### src/pkg/gpde_pkg.sv
// package: register map, field positions and carriers for the port D/E block
package gpde_pkg;

  // ************************************************************
  // register word indices; the byte address is four times the
  // index, and only word-aligned addresses decode to a register
  // ************************************************************
  localparam logic [7:0] GPDE_IDX_PD_DATA   = 8'h03;
  localparam logic [7:0] GPDE_IDX_PE_DATA   = 8'h08;
  localparam logic [7:0] GPDE_IDX_PTC_PUE   = 8'h10;
  localparam logic [7:0] GPDE_IDX_PD_DIR    = 8'h11;
  localparam logic [7:0] GPDE_IDX_PD_PUE    = 8'h12;
  localparam logic [7:0] GPDE_IDX_PE_DIR    = 8'h13;
  localparam logic [7:0] GPDE_IDX_PERIPH    = 8'h14;
  localparam int         GPDE_ADDR_W        = 10;

  // ************************************************************
  // widths and reset values
  // ************************************************************
  localparam int         GPDE_PC_W          = 7;
  localparam int         GPDE_PD_W          = 8;
  localparam int         GPDE_PE_W          = 6;
  localparam logic [7:0] GPDE_DIR_RST       = 8'h00;
  localparam logic [7:0] GPDE_PUE_RST       = 8'h00;
  localparam logic [7:0] GPDE_PERIPH_RST    = 8'h00;
  localparam logic [7:0] GPDE_LATCH_INIT    = 8'h00;

  // ************************************************************
  // pin positions and peripheral control field positions
  // ************************************************************
  localparam int GPDE_PD_SS    = 0;
  localparam int GPDE_PD_MISO  = 1;
  localparam int GPDE_PD_MOSI  = 2;
  localparam int GPDE_PD_SCK   = 3;
  localparam int GPDE_PD_TIM0  = 4;
  localparam int GPDE_PE_TXD   = 0;
  localparam int GPDE_PE_RXD   = 1;
  localparam int GPDE_PER_SPI  = 0;
  localparam int GPDE_PER_MSTR = 1;
  localparam int GPDE_PER_SCI  = 2;
  localparam int GPDE_PER_CLKO = 3;

  // one pin-side carrier per port
  typedef struct packed {
    logic [GPDE_PD_W-1:0] dout;
    logic [GPDE_PD_W-1:0] oe;
    logic [GPDE_PD_W-1:0] pull_en;
  } gpde_pd_pins_t;

  typedef struct packed {
    logic [GPDE_PE_W-1:0] dout;
    logic [GPDE_PE_W-1:0] oe;
  } gpde_pe_pins_t;

  // peripheral pin requests: drive values, spi and timer drive enables, timer own flags
  typedef struct packed {
    logic [3:0] spi_out;
    logic [3:0] spi_oe;
    logic [3:0] tim_own;
    logic [3:0] tim_out;
    logic [3:0] tim_oe;
    logic       clk_out;
    logic       sci_txd;
  } gpde_periph_t;

endpackage

### src/hw/gpde_pin_mux.sv
// per-pin mux: latch/direction versus peripheral drive, pullup gating
`timescale 1ns/1ps
module gpde_pin_mux
  import gpde_pkg::*;
#(
  parameter int WIDTH = 8
) (
  input  wire logic [WIDTH-1:0] latch,
  input  wire logic [WIDTH-1:0] dir,
  input  wire logic [WIDTH-1:0] pue,
  input  wire logic [WIDTH-1:0] own,
  input  wire logic [WIDTH-1:0] per_out,
  input  wire logic [WIDTH-1:0] per_oe,
  input  wire logic [WIDTH-1:0] pin_in,
  output      logic [WIDTH-1:0] dout,
  output      logic [WIDTH-1:0] oe,
  output      logic [WIDTH-1:0] pull_en,
  output      logic [WIDTH-1:0] rdata
);

  if (WIDTH < 1 || WIDTH > 8) begin : g_bad_width
    $error("gpde_pin_mux: WIDTH must be 1..8");
  end

  genvar i;
  generate
    for (i = 0; i < WIDTH; i++) begin : g_pin
      // peripheral overrides latch and direction for drive
      assign dout[i]   = own[i] ? per_out[i] : latch[i];
      assign oe[i]     = own[i] ? per_oe[i]  : dir[i];
      // pullup only while direction says input and nothing drives
      assign pull_en[i] = pue[i] & ~dir[i] & ~oe[i];
      // direction bit still picks latch or pin on reads
      assign rdata[i]  = dir[i] ? latch[i] : pin_in[i];
    end
  endgenerate

endmodule

### src/hw/gpde_ports.sv
// port D / port E gpio with port C and D pullup enables, APB slave
`timescale 1ns/1ps
// Operation
// - port C pullup enable, seven bits
// - port C pullup only while pin is input
// - port D pullup enable, eight bits
// - port D pullup off when direction is output
// - port D latches, not touched by reset
// - port D direction, 1 output, reset clears
// - port D read: latch if output, else pin
// - latch writes always land, input reads unchanged
// - port D 3..0 SPI, GPIO when SPI off
// - pin 0 GPIO when SPI off or master
// - SPI pins ignore direction, reads still follow it
// - port D 7..4 timer pins via select bits
// - port D pin 0 may carry clock output
// - port E six latches, not touched by reset
// - port E 1 receive, 0 transmit, SCI gated
// - SCI pins ignore direction, reads still follow it
// - port E direction, 1 output, reset clears
// - port E read: latch if output, else pin
module gpde_ports
  import gpde_pkg::*;
(
  input  wire logic                   pclk,
  input  wire logic                   presetn,
  input  wire logic                   psel,
  input  wire logic                   penable,
  input  wire logic                   pwrite,
  input  wire logic [GPDE_ADDR_W-1:0] paddr,
  input  wire logic [31:0]            pwdata,
  input  wire logic [3:0]             pstrb,
  output      logic [31:0]            prdata,
  output      logic                   pready,
  output      logic                   pslverr,
  input  wire logic [GPDE_PD_W-1:0]   pd_pin_in,
  input  wire logic [GPDE_PE_W-1:0]   pe_pin_in,
  input  wire logic [GPDE_PC_W-1:0]   port_c_direction,
  output      gpde_pd_pins_t          pd_pins,
  output      gpde_pe_pins_t          pe_pins,
  output      logic [GPDE_PC_W-1:0]   pc_pullup,
  input  wire gpde_periph_t           periph,
  output      logic                   spi_enable_bit,
  output      logic                   spi_master_select_bit,
  output      logic                   serial_interface_enable_bit,
  output      logic                   clock_out_enable,
  output      logic [3:0]             timer_edge_level_select_a,
  output      logic [3:0]             timer_edge_level_select_b,
  output      logic                   pe_rxd_in,
  output      logic [GPDE_PD_W-1:0]   pd_pin_to_periph
);

  // ************************************************************
  // registers
  // ************************************************************
  logic [GPDE_PD_W-1:0] port_d_data_latch_reg;
  logic [GPDE_PE_W-1:0] port_e_data_latch_reg;
  logic [GPDE_PC_W-1:0] port_c_pullup_enable_reg;
  logic [GPDE_PD_W-1:0] port_d_direction_reg;
  logic [GPDE_PD_W-1:0] port_d_pullup_enable_reg;
  logic [GPDE_PE_W-1:0] port_e_direction_reg;
  logic [7:0]           periph_ctrl_reg;
  logic [7:0]           timer_sel_reg;

  // ************************************************************
  // apb decode
  // ************************************************************
  wire logic [7:0] word_idx   = paddr[GPDE_ADDR_W-1:2];
  wire logic       aligned    = (paddr[1:0] == 2'b00);
  wire logic       access     = psel & penable;
  wire logic       wr_lane0   = access & pwrite & pstrb[0];
  wire logic       wr_lane1   = access & pwrite & pstrb[1];
  wire logic       hit_pddat  = aligned & (word_idx == GPDE_IDX_PD_DATA);
  wire logic       hit_pedat  = aligned & (word_idx == GPDE_IDX_PE_DATA);
  wire logic       hit_pcpue  = aligned & (word_idx == GPDE_IDX_PTC_PUE);
  wire logic       hit_pddir  = aligned & (word_idx == GPDE_IDX_PD_DIR);
  wire logic       hit_pdpue  = aligned & (word_idx == GPDE_IDX_PD_PUE);
  wire logic       hit_pedir  = aligned & (word_idx == GPDE_IDX_PE_DIR);
  wire logic       hit_per    = aligned & (word_idx == GPDE_IDX_PERIPH);
  wire logic       hit_any    = hit_pddat | hit_pedat | hit_pcpue | hit_pddir |
                                hit_pdpue | hit_pedir | hit_per;

  // zero wait states; unmapped or misaligned addresses get pslverr
  assign pready  = 1'b1;
  assign pslverr = access & ~hit_any;

  // ************************************************************
  // data latches: no reset, write lands whatever the direction
  // ************************************************************
  // reset leaves latch contents as they were
  always_ff @(posedge pclk) begin
    if (wr_lane0 && hit_pddat) begin
      port_d_data_latch_reg <= pwdata[GPDE_PD_W-1:0];
    end
    if (wr_lane0 && hit_pedat) begin
      port_e_data_latch_reg <= pwdata[GPDE_PE_W-1:0];
    end
  end

  // ************************************************************
  // direction, pullup and control registers
  // ************************************************************
  always_ff @(posedge pclk or negedge presetn) begin
    if (!presetn) begin
      port_d_direction_reg     <= GPDE_DIR_RST[GPDE_PD_W-1:0];
      port_e_direction_reg     <= GPDE_DIR_RST[GPDE_PE_W-1:0];
      port_c_pullup_enable_reg <= GPDE_PUE_RST[GPDE_PC_W-1:0];
      port_d_pullup_enable_reg <= GPDE_PUE_RST[GPDE_PD_W-1:0];
      periph_ctrl_reg          <= GPDE_PERIPH_RST;
      timer_sel_reg            <= GPDE_PERIPH_RST;
    end else begin
      if (wr_lane0 && hit_pddir) begin
        port_d_direction_reg <= pwdata[GPDE_PD_W-1:0];
      end
      if (wr_lane0 && hit_pedir) begin
        port_e_direction_reg <= pwdata[GPDE_PE_W-1:0];
      end
      if (wr_lane0 && hit_pcpue) begin
        port_c_pullup_enable_reg <= pwdata[GPDE_PC_W-1:0];
      end
      if (wr_lane0 && hit_pdpue) begin
        port_d_pullup_enable_reg <= pwdata[GPDE_PD_W-1:0];
      end
      if (wr_lane0 && hit_per) begin
        periph_ctrl_reg <= pwdata[7:0];
      end
      if (wr_lane1 && hit_per) begin
        timer_sel_reg <= pwdata[15:8];
      end
    end
  end

  // ************************************************************
  // pin ownership
  // ************************************************************
  assign spi_enable_bit              = periph_ctrl_reg[GPDE_PER_SPI];
  assign spi_master_select_bit       = periph_ctrl_reg[GPDE_PER_MSTR];
  assign serial_interface_enable_bit = periph_ctrl_reg[GPDE_PER_SCI];
  assign clock_out_enable            = periph_ctrl_reg[GPDE_PER_CLKO];
  assign timer_edge_level_select_a   = timer_sel_reg[3:0];
  assign timer_edge_level_select_b   = timer_sel_reg[7:4];

  // timer channel takes its pin when either select bit is set
  wire logic [3:0] tim_sel_own = timer_edge_level_select_a |
                                 timer_edge_level_select_b;

  // slave select is ours only in spi slave mode
  wire logic ss_spi_own = spi_enable_bit & ~spi_master_select_bit;
  // clock output only claims pin 0 when spi does not
  wire logic clk_own    = clock_out_enable & ~ss_spi_own;

  logic [GPDE_PD_W-1:0] pd_own;
  logic [GPDE_PD_W-1:0] pd_per_out;
  logic [GPDE_PD_W-1:0] pd_per_oe;
  logic [GPDE_PE_W-1:0] pe_own;
  logic [GPDE_PE_W-1:0] pe_per_out;
  logic [GPDE_PE_W-1:0] pe_per_oe;

  // spi pins become gpio while spi is off
  assign pd_own[GPDE_PD_SCK]  = spi_enable_bit;
  assign pd_own[GPDE_PD_MOSI] = spi_enable_bit;
  assign pd_own[GPDE_PD_MISO] = spi_enable_bit;
  // pin 0 is plain gpio in spi master mode unless clock out claims it
  assign pd_own[GPDE_PD_SS]   = ss_spi_own | clk_own;
  assign pd_own[7:4]          = tim_sel_own;

  assign pd_per_out[3:1] = periph.spi_out[3:1];
  assign pd_per_oe[3:1]  = periph.spi_oe[3:1];
  // pin 0 drive: clock output, else the spi in slave mode
  assign pd_per_out[GPDE_PD_SS] = clk_own ? periph.clk_out
                                          : periph.spi_out[0];
  assign pd_per_oe[GPDE_PD_SS]  = clk_own | (ss_spi_own & periph.spi_oe[0]);
  assign pd_per_out[7:4] = periph.tim_out;
  assign pd_per_oe[7:4]  = periph.tim_oe & periph.tim_own;

  // serial pins revert to gpio while the interface is off
  assign pe_own[GPDE_PE_TXD]   = serial_interface_enable_bit;
  assign pe_own[GPDE_PE_RXD]   = serial_interface_enable_bit;
  assign pe_own[GPDE_PE_W-1:2] = '0;
  assign pe_per_out = {{(GPDE_PE_W-1){1'b0}}, periph.sci_txd};
  // receive pin is input only; transmit pin always driven when owned
  assign pe_per_oe  = {{(GPDE_PE_W-1){1'b0}}, 1'b1};

  // ************************************************************
  // pin muxes
  // ************************************************************
  logic [GPDE_PD_W-1:0] pd_rdata;
  logic [GPDE_PE_W-1:0] pe_rdata;

  gpde_pin_mux #(.WIDTH(GPDE_PD_W)) u_mux_d (
    .latch   (port_d_data_latch_reg),
    .dir     (port_d_direction_reg),
    .pue     (port_d_pullup_enable_reg),
    .own     (pd_own),
    .per_out (pd_per_out),
    .per_oe  (pd_per_oe),
    .pin_in  (pd_pin_in),
    .dout    (pd_pins.dout),
    .oe      (pd_pins.oe),
    .pull_en (pd_pins.pull_en),
    .rdata   (pd_rdata)
  );

  // port E has no pullups: enables tied off
  gpde_pin_mux #(.WIDTH(GPDE_PE_W)) u_mux_e (
    .latch   (port_e_data_latch_reg),
    .dir     (port_e_direction_reg),
    .pue     ('0),
    .own     (pe_own),
    .per_out (pe_per_out),
    .per_oe  (pe_per_oe),
    .pin_in  (pe_pin_in),
    .dout    (pe_pins.dout),
    .oe      (pe_pins.oe),
    .pull_en (),
    .rdata   (pe_rdata)
  );

  // port C pullup: only while its direction bit says input
  assign pc_pullup = port_c_pullup_enable_reg & ~port_c_direction;

  // live pin levels forwarded to peripherals
  assign pe_rxd_in        = pe_pin_in[GPDE_PE_RXD];
  assign pd_pin_to_periph = pd_pin_in;

  // ************************************************************
  // read mux (registered data output)
  // ************************************************************
  logic [7:0] rd_sel;
  always_comb begin
    rd_sel = 8'h00;
    if (hit_pddat) begin
      rd_sel = pd_rdata;
    end else if (hit_pedat) begin
      rd_sel = {2'b00, pe_rdata};
    end else if (hit_pcpue) begin
      rd_sel = {1'b0, port_c_pullup_enable_reg};
    end else if (hit_pddir) begin
      rd_sel = port_d_direction_reg;
    end else if (hit_pdpue) begin
      rd_sel = port_d_pullup_enable_reg;
    end else if (hit_pedir) begin
      rd_sel = {2'b00, port_e_direction_reg};
    end else if (hit_per) begin
      rd_sel = periph_ctrl_reg;
    end
  end

  // reads are captured in the setup cycle so the access edge sees them;
  // pin levels are thus one cycle old, which is harmless for gpio
  logic [31:0] prdata_reg;
  wire logic [31:0] prdata_next = hit_per ? {16'h0000, timer_sel_reg, rd_sel}
                                          : {24'h000000, rd_sel};
  always_ff @(posedge pclk or negedge presetn) begin
    if (!presetn) begin
      prdata_reg <= 32'h00000000;
    end else if (psel && !penable && !pwrite) begin
      prdata_reg <= prdata_next;
    end
  end
  assign prdata = prdata_reg;

endmodule

### config.mk
export PLATFORM = sky130hd
export DESIGN_NAME = gpde_ports
export DESIGN_NICKNAME = d
export VERILOG_FILES = /design/src/pkg/gpde_pkg.sv /design/src/hw/gpde_pin_mux.sv /design/src/hw/gpde_ports.sv
export SDC_FILE = /design/constraint.sdc
export NUM_CORES = 1
export LEC_CHECK = 0
export BUFFER_PORTS_ARGS = -buffer_cell sky130_fd_sc_hd__buf_2
export CORE_MARGIN = 10
export CORE_UTILIZATION = 46
export CTS_BUF_LIST = sky130_fd_sc_hd__clkbuf_2
export CTS_CLUSTER_DIAMETER = 120
export DETAILED_ROUTE_END_ITERATION = 8
export GPL_ROUTABILITY_DRIVEN = 0
export GPL_TIMING_DRIVEN = 0
export HOLD_SLACK_MARGIN = 0.03
export PLACE_DENSITY = 0.79
export SKIP_CTS_REPAIR_TIMING = 1
export SLEW_MARGIN = 0
export SYNTH_ARGS = -nofsm -noshare
export SYNTH_HDL_FRONTEND = slang
export SYNTH_SLANG_ARGS = --single-unit
export TNS_END_PERCENT = 1
### constraint.sdc
create_clock -name pclk -period 4 [get_ports pclk]
set_clock_uncertainty 0.1 [all_clocks]
set_input_delay 1.2 -clock pclk [delete_from_list [all_inputs] [get_ports pclk]]
set_output_delay 1.2 -clock pclk [all_outputs]
set_load 0.03 [all_outputs]
==> results.json, run 1 <==
{
  "status": "finished clean",
  "largest_reg_flops": 16,
  "crit_path_end_kind": "output pin",
  "ant_nets": 0,
  "die_x_um": 114.2,
  "cts_root_buffer": "clkbuf_2",
  "syn-cell-area_um2": 4084,
  "p_int_mw": 1.054,
  "slew_viol_final": 0,
  "clock_latency_ns": 0.54,
  "rows": 34,
  "yosys_most_used_dff": "dfrtp_1",
  "required_ns": 2.70,
  "drt-wirelength-per-cell_um": 19.72,
  "boundaryPins": 192,
  "crit_fanout": 10,
  "p_comb_frac": 0.124,
  "grt.overflow.total": 0,
  "final_util": 0.6074,
  "fill_cells": 770,
  "irDropWorstVdd_mv": 0.2032,
  "max_slew_margin": 0.07820,
  "cts-buffers-inserted": 9,
  "rsz0062_at_grt": "no",
  "yosys.cell_types.count": 41,
  "met1Wirelength_um": 5139,
  "routed.top_layer": "met4",
  "fin_area_um2": 5271,
  "final_cells": 681,
  "route.met3.wl_um": 1566,
  "initial_core_util": 0.4706,
  "worstPathArrival_ns": 2.61,
  "core_um2": 8678,
  "fin_crit_sh": 0.9765,
  "drc_errors": 0,
  "seqPwrFrac": 0.540,
  "ys_seq_elements": 75,
  "syn_area_per_cell_um2": 10.80,
  "finalWirelength_um": 13430,
  "synth_area_leaders": "dfrtp_1 (37%), mux2_2 (15%), edfxtp_1 (10%)",
  "yosysMostFrequentCell": "dfrtp_1",
  "grt_pass1_vias": 3943,
  "ys_top_cells_by_count": "dfrtp_1 (61), mux2_2 (53), buf_4 (34)",
  "critPathTopFamily": "buffers and inverters",
  "yosys.area.top_type": "dfrtp_1",
  "syn2layout_area_growth_pct": 29.07,
  "viasPerCell": 5.535,
  "grt.total_usage": 0.1974,
  "cts_tree": "built",
  "synth_edf_count": 14,
  "hold_class": "flop to flop",
  "power_frac_clock": 0.336,
  "via_count": 3769,
  "synth_top_area_frac": 0.3738,
  "p_leak_nw": 2.669,
  "start_kind": "input pin",
  "worstSetupPathType": "input pin to output pin",
  "critPathSlowestCell": "clkbuf_1",
  "drive_above_1_share": 0.4894,
  "grt_pass1_wl_um": 20520,
  "ys.warnings.count": 0,
  "tightest_slew_ns": 1.370,
  "first_pass_iters": 5,
  "dp_hpwl_um": 10180,
  "drt_iter0_drc": 385,
  "nets": 657,
  "path_cells": "buf_2 -> nor3_1 -> nand2_1 -> clkbuf_1 -> a21oi_1 -> nor2_1 -> buf_2",
  "p_sw_frac": 0.2745,
  "dieArea_um2": 13050,
  "powerDensity_nw_per_um2": 275.5,
  "cp_num_buf_inv": 3,
  "max_clock_freq_mhz": 256.0,
  "hold_viol_final": 0,
  "antenna_found_initial": 5,
  "dr_wl_met2_um": 6344,
  "setup_viol": 0,
  "clk_pin_slew_ns": 0.23,
  "ys_seq_area_frac": 0.4767,
  "place_area_um2": 5070,
  "p_switching_mw": 0.3987,
  "cts_buffer_depth": 2,
  "drv_cap": 0,
  "synthCells": 378,
  "finalCriticalPeriod_ns": 3.906,
  "crit_path_frequent_cell": "buf_2",
  "cts.sinks": 75,
  "dp.cells": 658,
  "async_reset_ff_frac": 0.8133,
  "htreeDepth": 3,
  "grt_max_degree": 62,
  "io_buffers": 156,
  "die_h_um": 114.2,
  "slowest_delay_ns": 0.33
}
## worst paths after layout
path | endpoint | slack, ns | cells after the start | start
worst max-delay path | pslverr | 0.09 | 7 | paddr[7]
worst min register to register | prdata[11]$_DFFE_PN0P_ | 0.43 | 1 | prdata[11]$_DFFE_PN0P_
min in group asynchronous | prdata[8]$_DFFE_PN0P_ | 0.59 | 1 | presetn
worst max register to register | prdata[0]$_DFFE_PN0P_ | 2.64 | 4 | port_d_pullup_enable_reg[0]$_DFFE_PN0P_
worst min-delay path | prdata[11]$_DFFE_PN0P_ | 0.43 | 1 | prdata[11]$_DFFE_PN0P_
max in group asynchronous | port_e_direction_reg[4]$_DFFE_PN0P_ | 2.69 | 1 | presetn
## metal layers
layer  track usage  up-vias
met1        0.2272     1788
li1              -     1707
met3       0.08595       37
met5             0        -
met2        0.3162      237
met4       0.07769        0
## final cells by class
class | count | area, µm² | area share
antenna | 5 | 12.51 | 0.002374
buffer | 48 | 325.3 | 0.06171
clock buffer | 9 | 45.04 | 0.008545
clock inverter | 7 | 91.34 | 0.01733
inverter | 3 | 11.26 | 0.002136
multi-input combinational | 266 | 1891 | 0.3587
sequential | 75 | 1947 | 0.3693
tap | 108 | 135.1 | 0.02563
timing repair buffer | 160 | 813.3 | 0.1543
## worst register-to-register path, cell delays in order, from the launching register on
cell and delay (ns):
dfrtp_1 0.45, a21oi_1 0.17, o21ai_0 0.11, a221oi_1 0.30, o21ai_0 0.11
## placed cells by master, fill, tap and decap left out, types with 2 or more instances in the layout
cell       instances
mux2i_1           15
a221oi_1           6
clkbuf_4           2
bufinv_16          2
a21oi_1           24
nor3_1             4
buf_4             39
nor2_2             2
a211oi_1           2
and3_1             3
buf_2            156
mux2_2            53
inv_1              3
nor2_1            22
dfrtp_1           61
a22oi_1            7
nor4_2             2
clkinv_2           2
o21ai_0           29
nor2b_1           14
nand4_1            2
conb_1            17
nor3b_1            6
a21o_1             4
nand2_1           17
clkbuf_1           9
diode_2            5
nand3_1           10
edfxtp_1          14
nand2b_1           2
a22o_1             8
or3_1              3
clkbuf_2          10
## stage by stage
stage               setup WS (ns)  TNS [ns]  total power [mW]  hold WS (ns)
floorplan                 0.04240         0            0.8900        0.3791
CTS                       -0.2785   -0.2785             1.447        0.4357
global placement          -0.7035    -9.100            0.9673        0.3843
finish                    0.09383         0             1.452        0.4286
detailed placement        -0.5409    -3.505            0.9711        0.3899
global route              0.04370         0             1.501        0.4537
## logic make-up after synthesis
kind of cell	count (synthesis)	synth area share
DFF	75	0.4767
other	2	0.001839
muxes	68	0.1829
buffers and inverters	52	0.08119
AOI/OAI and AO/OA	84	0.1262
and+or+nand+nor	97	0.1311
## power groups by stage
stage	sequential (mW)	clock (mW)	combinational (mW)
finish	0.784	0.487	0.181
global route	0.785	0.521	0.195
CTS	0.784	0.489	0.173
detailed placement	0.798	0	0.173
global placement	0.798	0	0.170
floorplan	0.802	0	0.0880
No activity file was read; power rests on OpenSTA's default activity.
==> run 2, diff against run 1 <==
--- a/config.mk
+++ b/config.mk
@@ -8,7 +8,7 @@
 export BUFFER_PORTS_ARGS = -buffer_cell sky130_fd_sc_hd__buf_2
 export CORE_MARGIN = 10
 export CORE_UTILIZATION = 46
-export CTS_BUF_LIST = sky130_fd_sc_hd__clkbuf_2
+export CTS_BUF_LIST = sky130_fd_sc_hd__clkbuf_16
 export CTS_CLUSTER_DIAMETER = 120
 export DETAILED_ROUTE_END_ITERATION = 8
 export GPL_ROUTABILITY_DRIVEN = 0
==> results.json, run 2 (same netlist as run 1, synthesis figures left out) <==
{
  "tightest_slew_ns": 1.158,
  "first_pass_iters": 6,
  "viasPerCell": 5.588,
  "crit_fanout": 10,
  "grt_max_degree": 62,
  "mostFrequentLayoutCells": "buf_2 (156), dfrtp_1 (61), mux2_2 (53)",
  "max_slew_margin": 0.2261,
  "max_clock_freq_mhz": 256.8,
  "r2r_setup_slack_ns": 2.67,
  "start_kind": "input pin",
  "irDropWorstVdd_mv": 0.2040,
  "hold_viol_final": 0,
  "r2r-start": "port_e_direction_reg[5]$_DFFE_PN0P_",
  "powerDensity_nw_per_um2": 327.6,
  "fin_total_pwr_mw": 1.778,
  "cts-buffers-inserted": 9,
  "drive_above_1_share": 0.4912,
  "hold_class": "flop to flop",
  "slew_viol_final": 0,
  "boundaryPins": 192,
  "io_buffers": 156,
  "worstSetupPathType": "input pin to output pin",
  "grt.overflow.total": 0,
  "clk_pin_slew_ns": 0.06,
  "drt-wirelength-per-cell_um": 19.66,
  "critical_path.startpoint": "paddr[3]",
  "drv_cap": 0,
  "required_ns": 2.70,
  "nets": 655,
  "p_comb_frac": 0.101,
  "grt_pass1_wl_um": 20760,
  "drc_errors": 0,
  "status": "finished clean",
  "dieArea_um2": 13050,
  "finalCriticalPeriod_ns": 3.894,
  "die_h_um": 114.2,
  "cp-endpoint": "pslverr",
  "final_util": 0.6256,
  "grt.total_usage": 0.2003,
  "cts_root_buffer": "clkbuf_16",
  "cts.sinks": 75,
  "dp_hpwl_um": 10180,
  "tns_ns": 0,
  "p_sw_frac": 0.2461,
  "syn2layout_area_growth_pct": 32.94,
  "antenna_found_initial": 5,
  "crit_path_end_kind": "output pin",
  "p_leak_nw": 2.729,
  "finalWirelength_um": 13350,
  "seqPwrFrac": 0.441,
  "r2r-end": "prdata[5]$_DFFE_PN0P_",
  "cts_buffer_depth": 2,
  "r2r.worst_path.cells": 4,
  "initial_core_util": 0.4706,
  "ant_nets": 0,
  "cts_tree": "built",
  "via_count": 3794,
  "worstPathArrival_ns": 2.59,
  "clock_latency_ns": 0.34,
  "htreeDepth": 3,
  "p_switching_mw": 0.4377,
  "die_x_um": 114.2,
  "final_common_cell": "buf_2",
  "fin_crit_sh": 0.9736,
  "setup_viol": 0,
  "grt_pass1_vias": 3980,
  "power_frac_clock": 0.458,
  "largest_reg_flops": 16,
  "core_um2": 8678,
  "drt_iter0_drc": 288,
  "rows": 34,
  "p_int_mw": 1.341,
  "rsz0062_at_grt": "no"
}
-- run 2: critical path, cell delays in order --
cell and delay (ns):
buf_2 0.16, nor4_4 0.65, nand2_2 0.16, a21oi_1 0.18
nor2_1 0.06, buf_2 0.18
-- run 2: layout make-up --
cell class | count | area (µm²)
multi-input cells | 266 | 1896
diodes | 5 | 12.51
plain buffers | 48 | 325.3
repair buffers | 158 | 795.8
well taps | 108 | 135.1
fillers | 741 | 3249
clock inverters | 5 | 31.28
flip-flops and latches | 75 | 1947
clock buffers | 11 | 275.3
inverters | 3 | 11.26
-- run 2: power groups by stage --
stage	clock network, mW	registers [mW]	logic, mW
floorplan	0	0.802	0.0880
detailed placement	0	0.798	0.173
global route	0.851	0.784	0.194
CTS	0.817	0.784	0.173
global placement	0	0.798	0.170
finish	0.815	0.784	0.180
-- run 2: worst min-delay path by stage --
stage / to / cells after the start / startpoint
3_5_place_dp: prdata[11]$_DFFE_PN0P_ / 1 / prdata[11]$_DFFE_PN0P_
2_1_floorplan: periph_ctrl_reg[4]$_DFFE_PN0P_ / 1 / periph_ctrl_reg[4]$_DFFE_PN0P_
5_1_grt: prdata[11]$_DFFE_PN0P_ / 1 / prdata[11]$_DFFE_PN0P_
6_report: prdata[11]$_DFFE_PN0P_ / 1 / prdata[11]$_DFFE_PN0P_
4_1_cts: prdata[11]$_DFFE_PN0P_ / 1 / prdata[11]$_DFFE_PN0P_
3_3_place_gp: prdata[11]$_DFFE_PN0P_ / 1 / prdata[11]$_DFFE_PN0P_
-- run 2: per-layer routing --
layer / track usage / routed length, µm / vias to the layer above
met1: 0.2360 / 5097 / 1795
met2: 0.3181 / 6391 / 248
met4: 0.07937 / 312 / 0
met3: 0.08176 / 1545 / 32
li1: - / - / 1719
met5: 0 / 0 / -
-- run 2: through the flow --
stage	worst slack [ns]	hold WS, ns	cell area (µm²)	cells
3_3_place_gp	-0.7035	0.3843	5056	657
4_1_cts	-0.3127	0.4038	5376	674
2_1_floorplan	0.04240	0.3791	4140	393
5_1_grt	0.03088	0.4162	5424	677
3_5_place_dp	-0.5409	0.3899	5070	658
6_report	0.1057	0.3956	5429	679
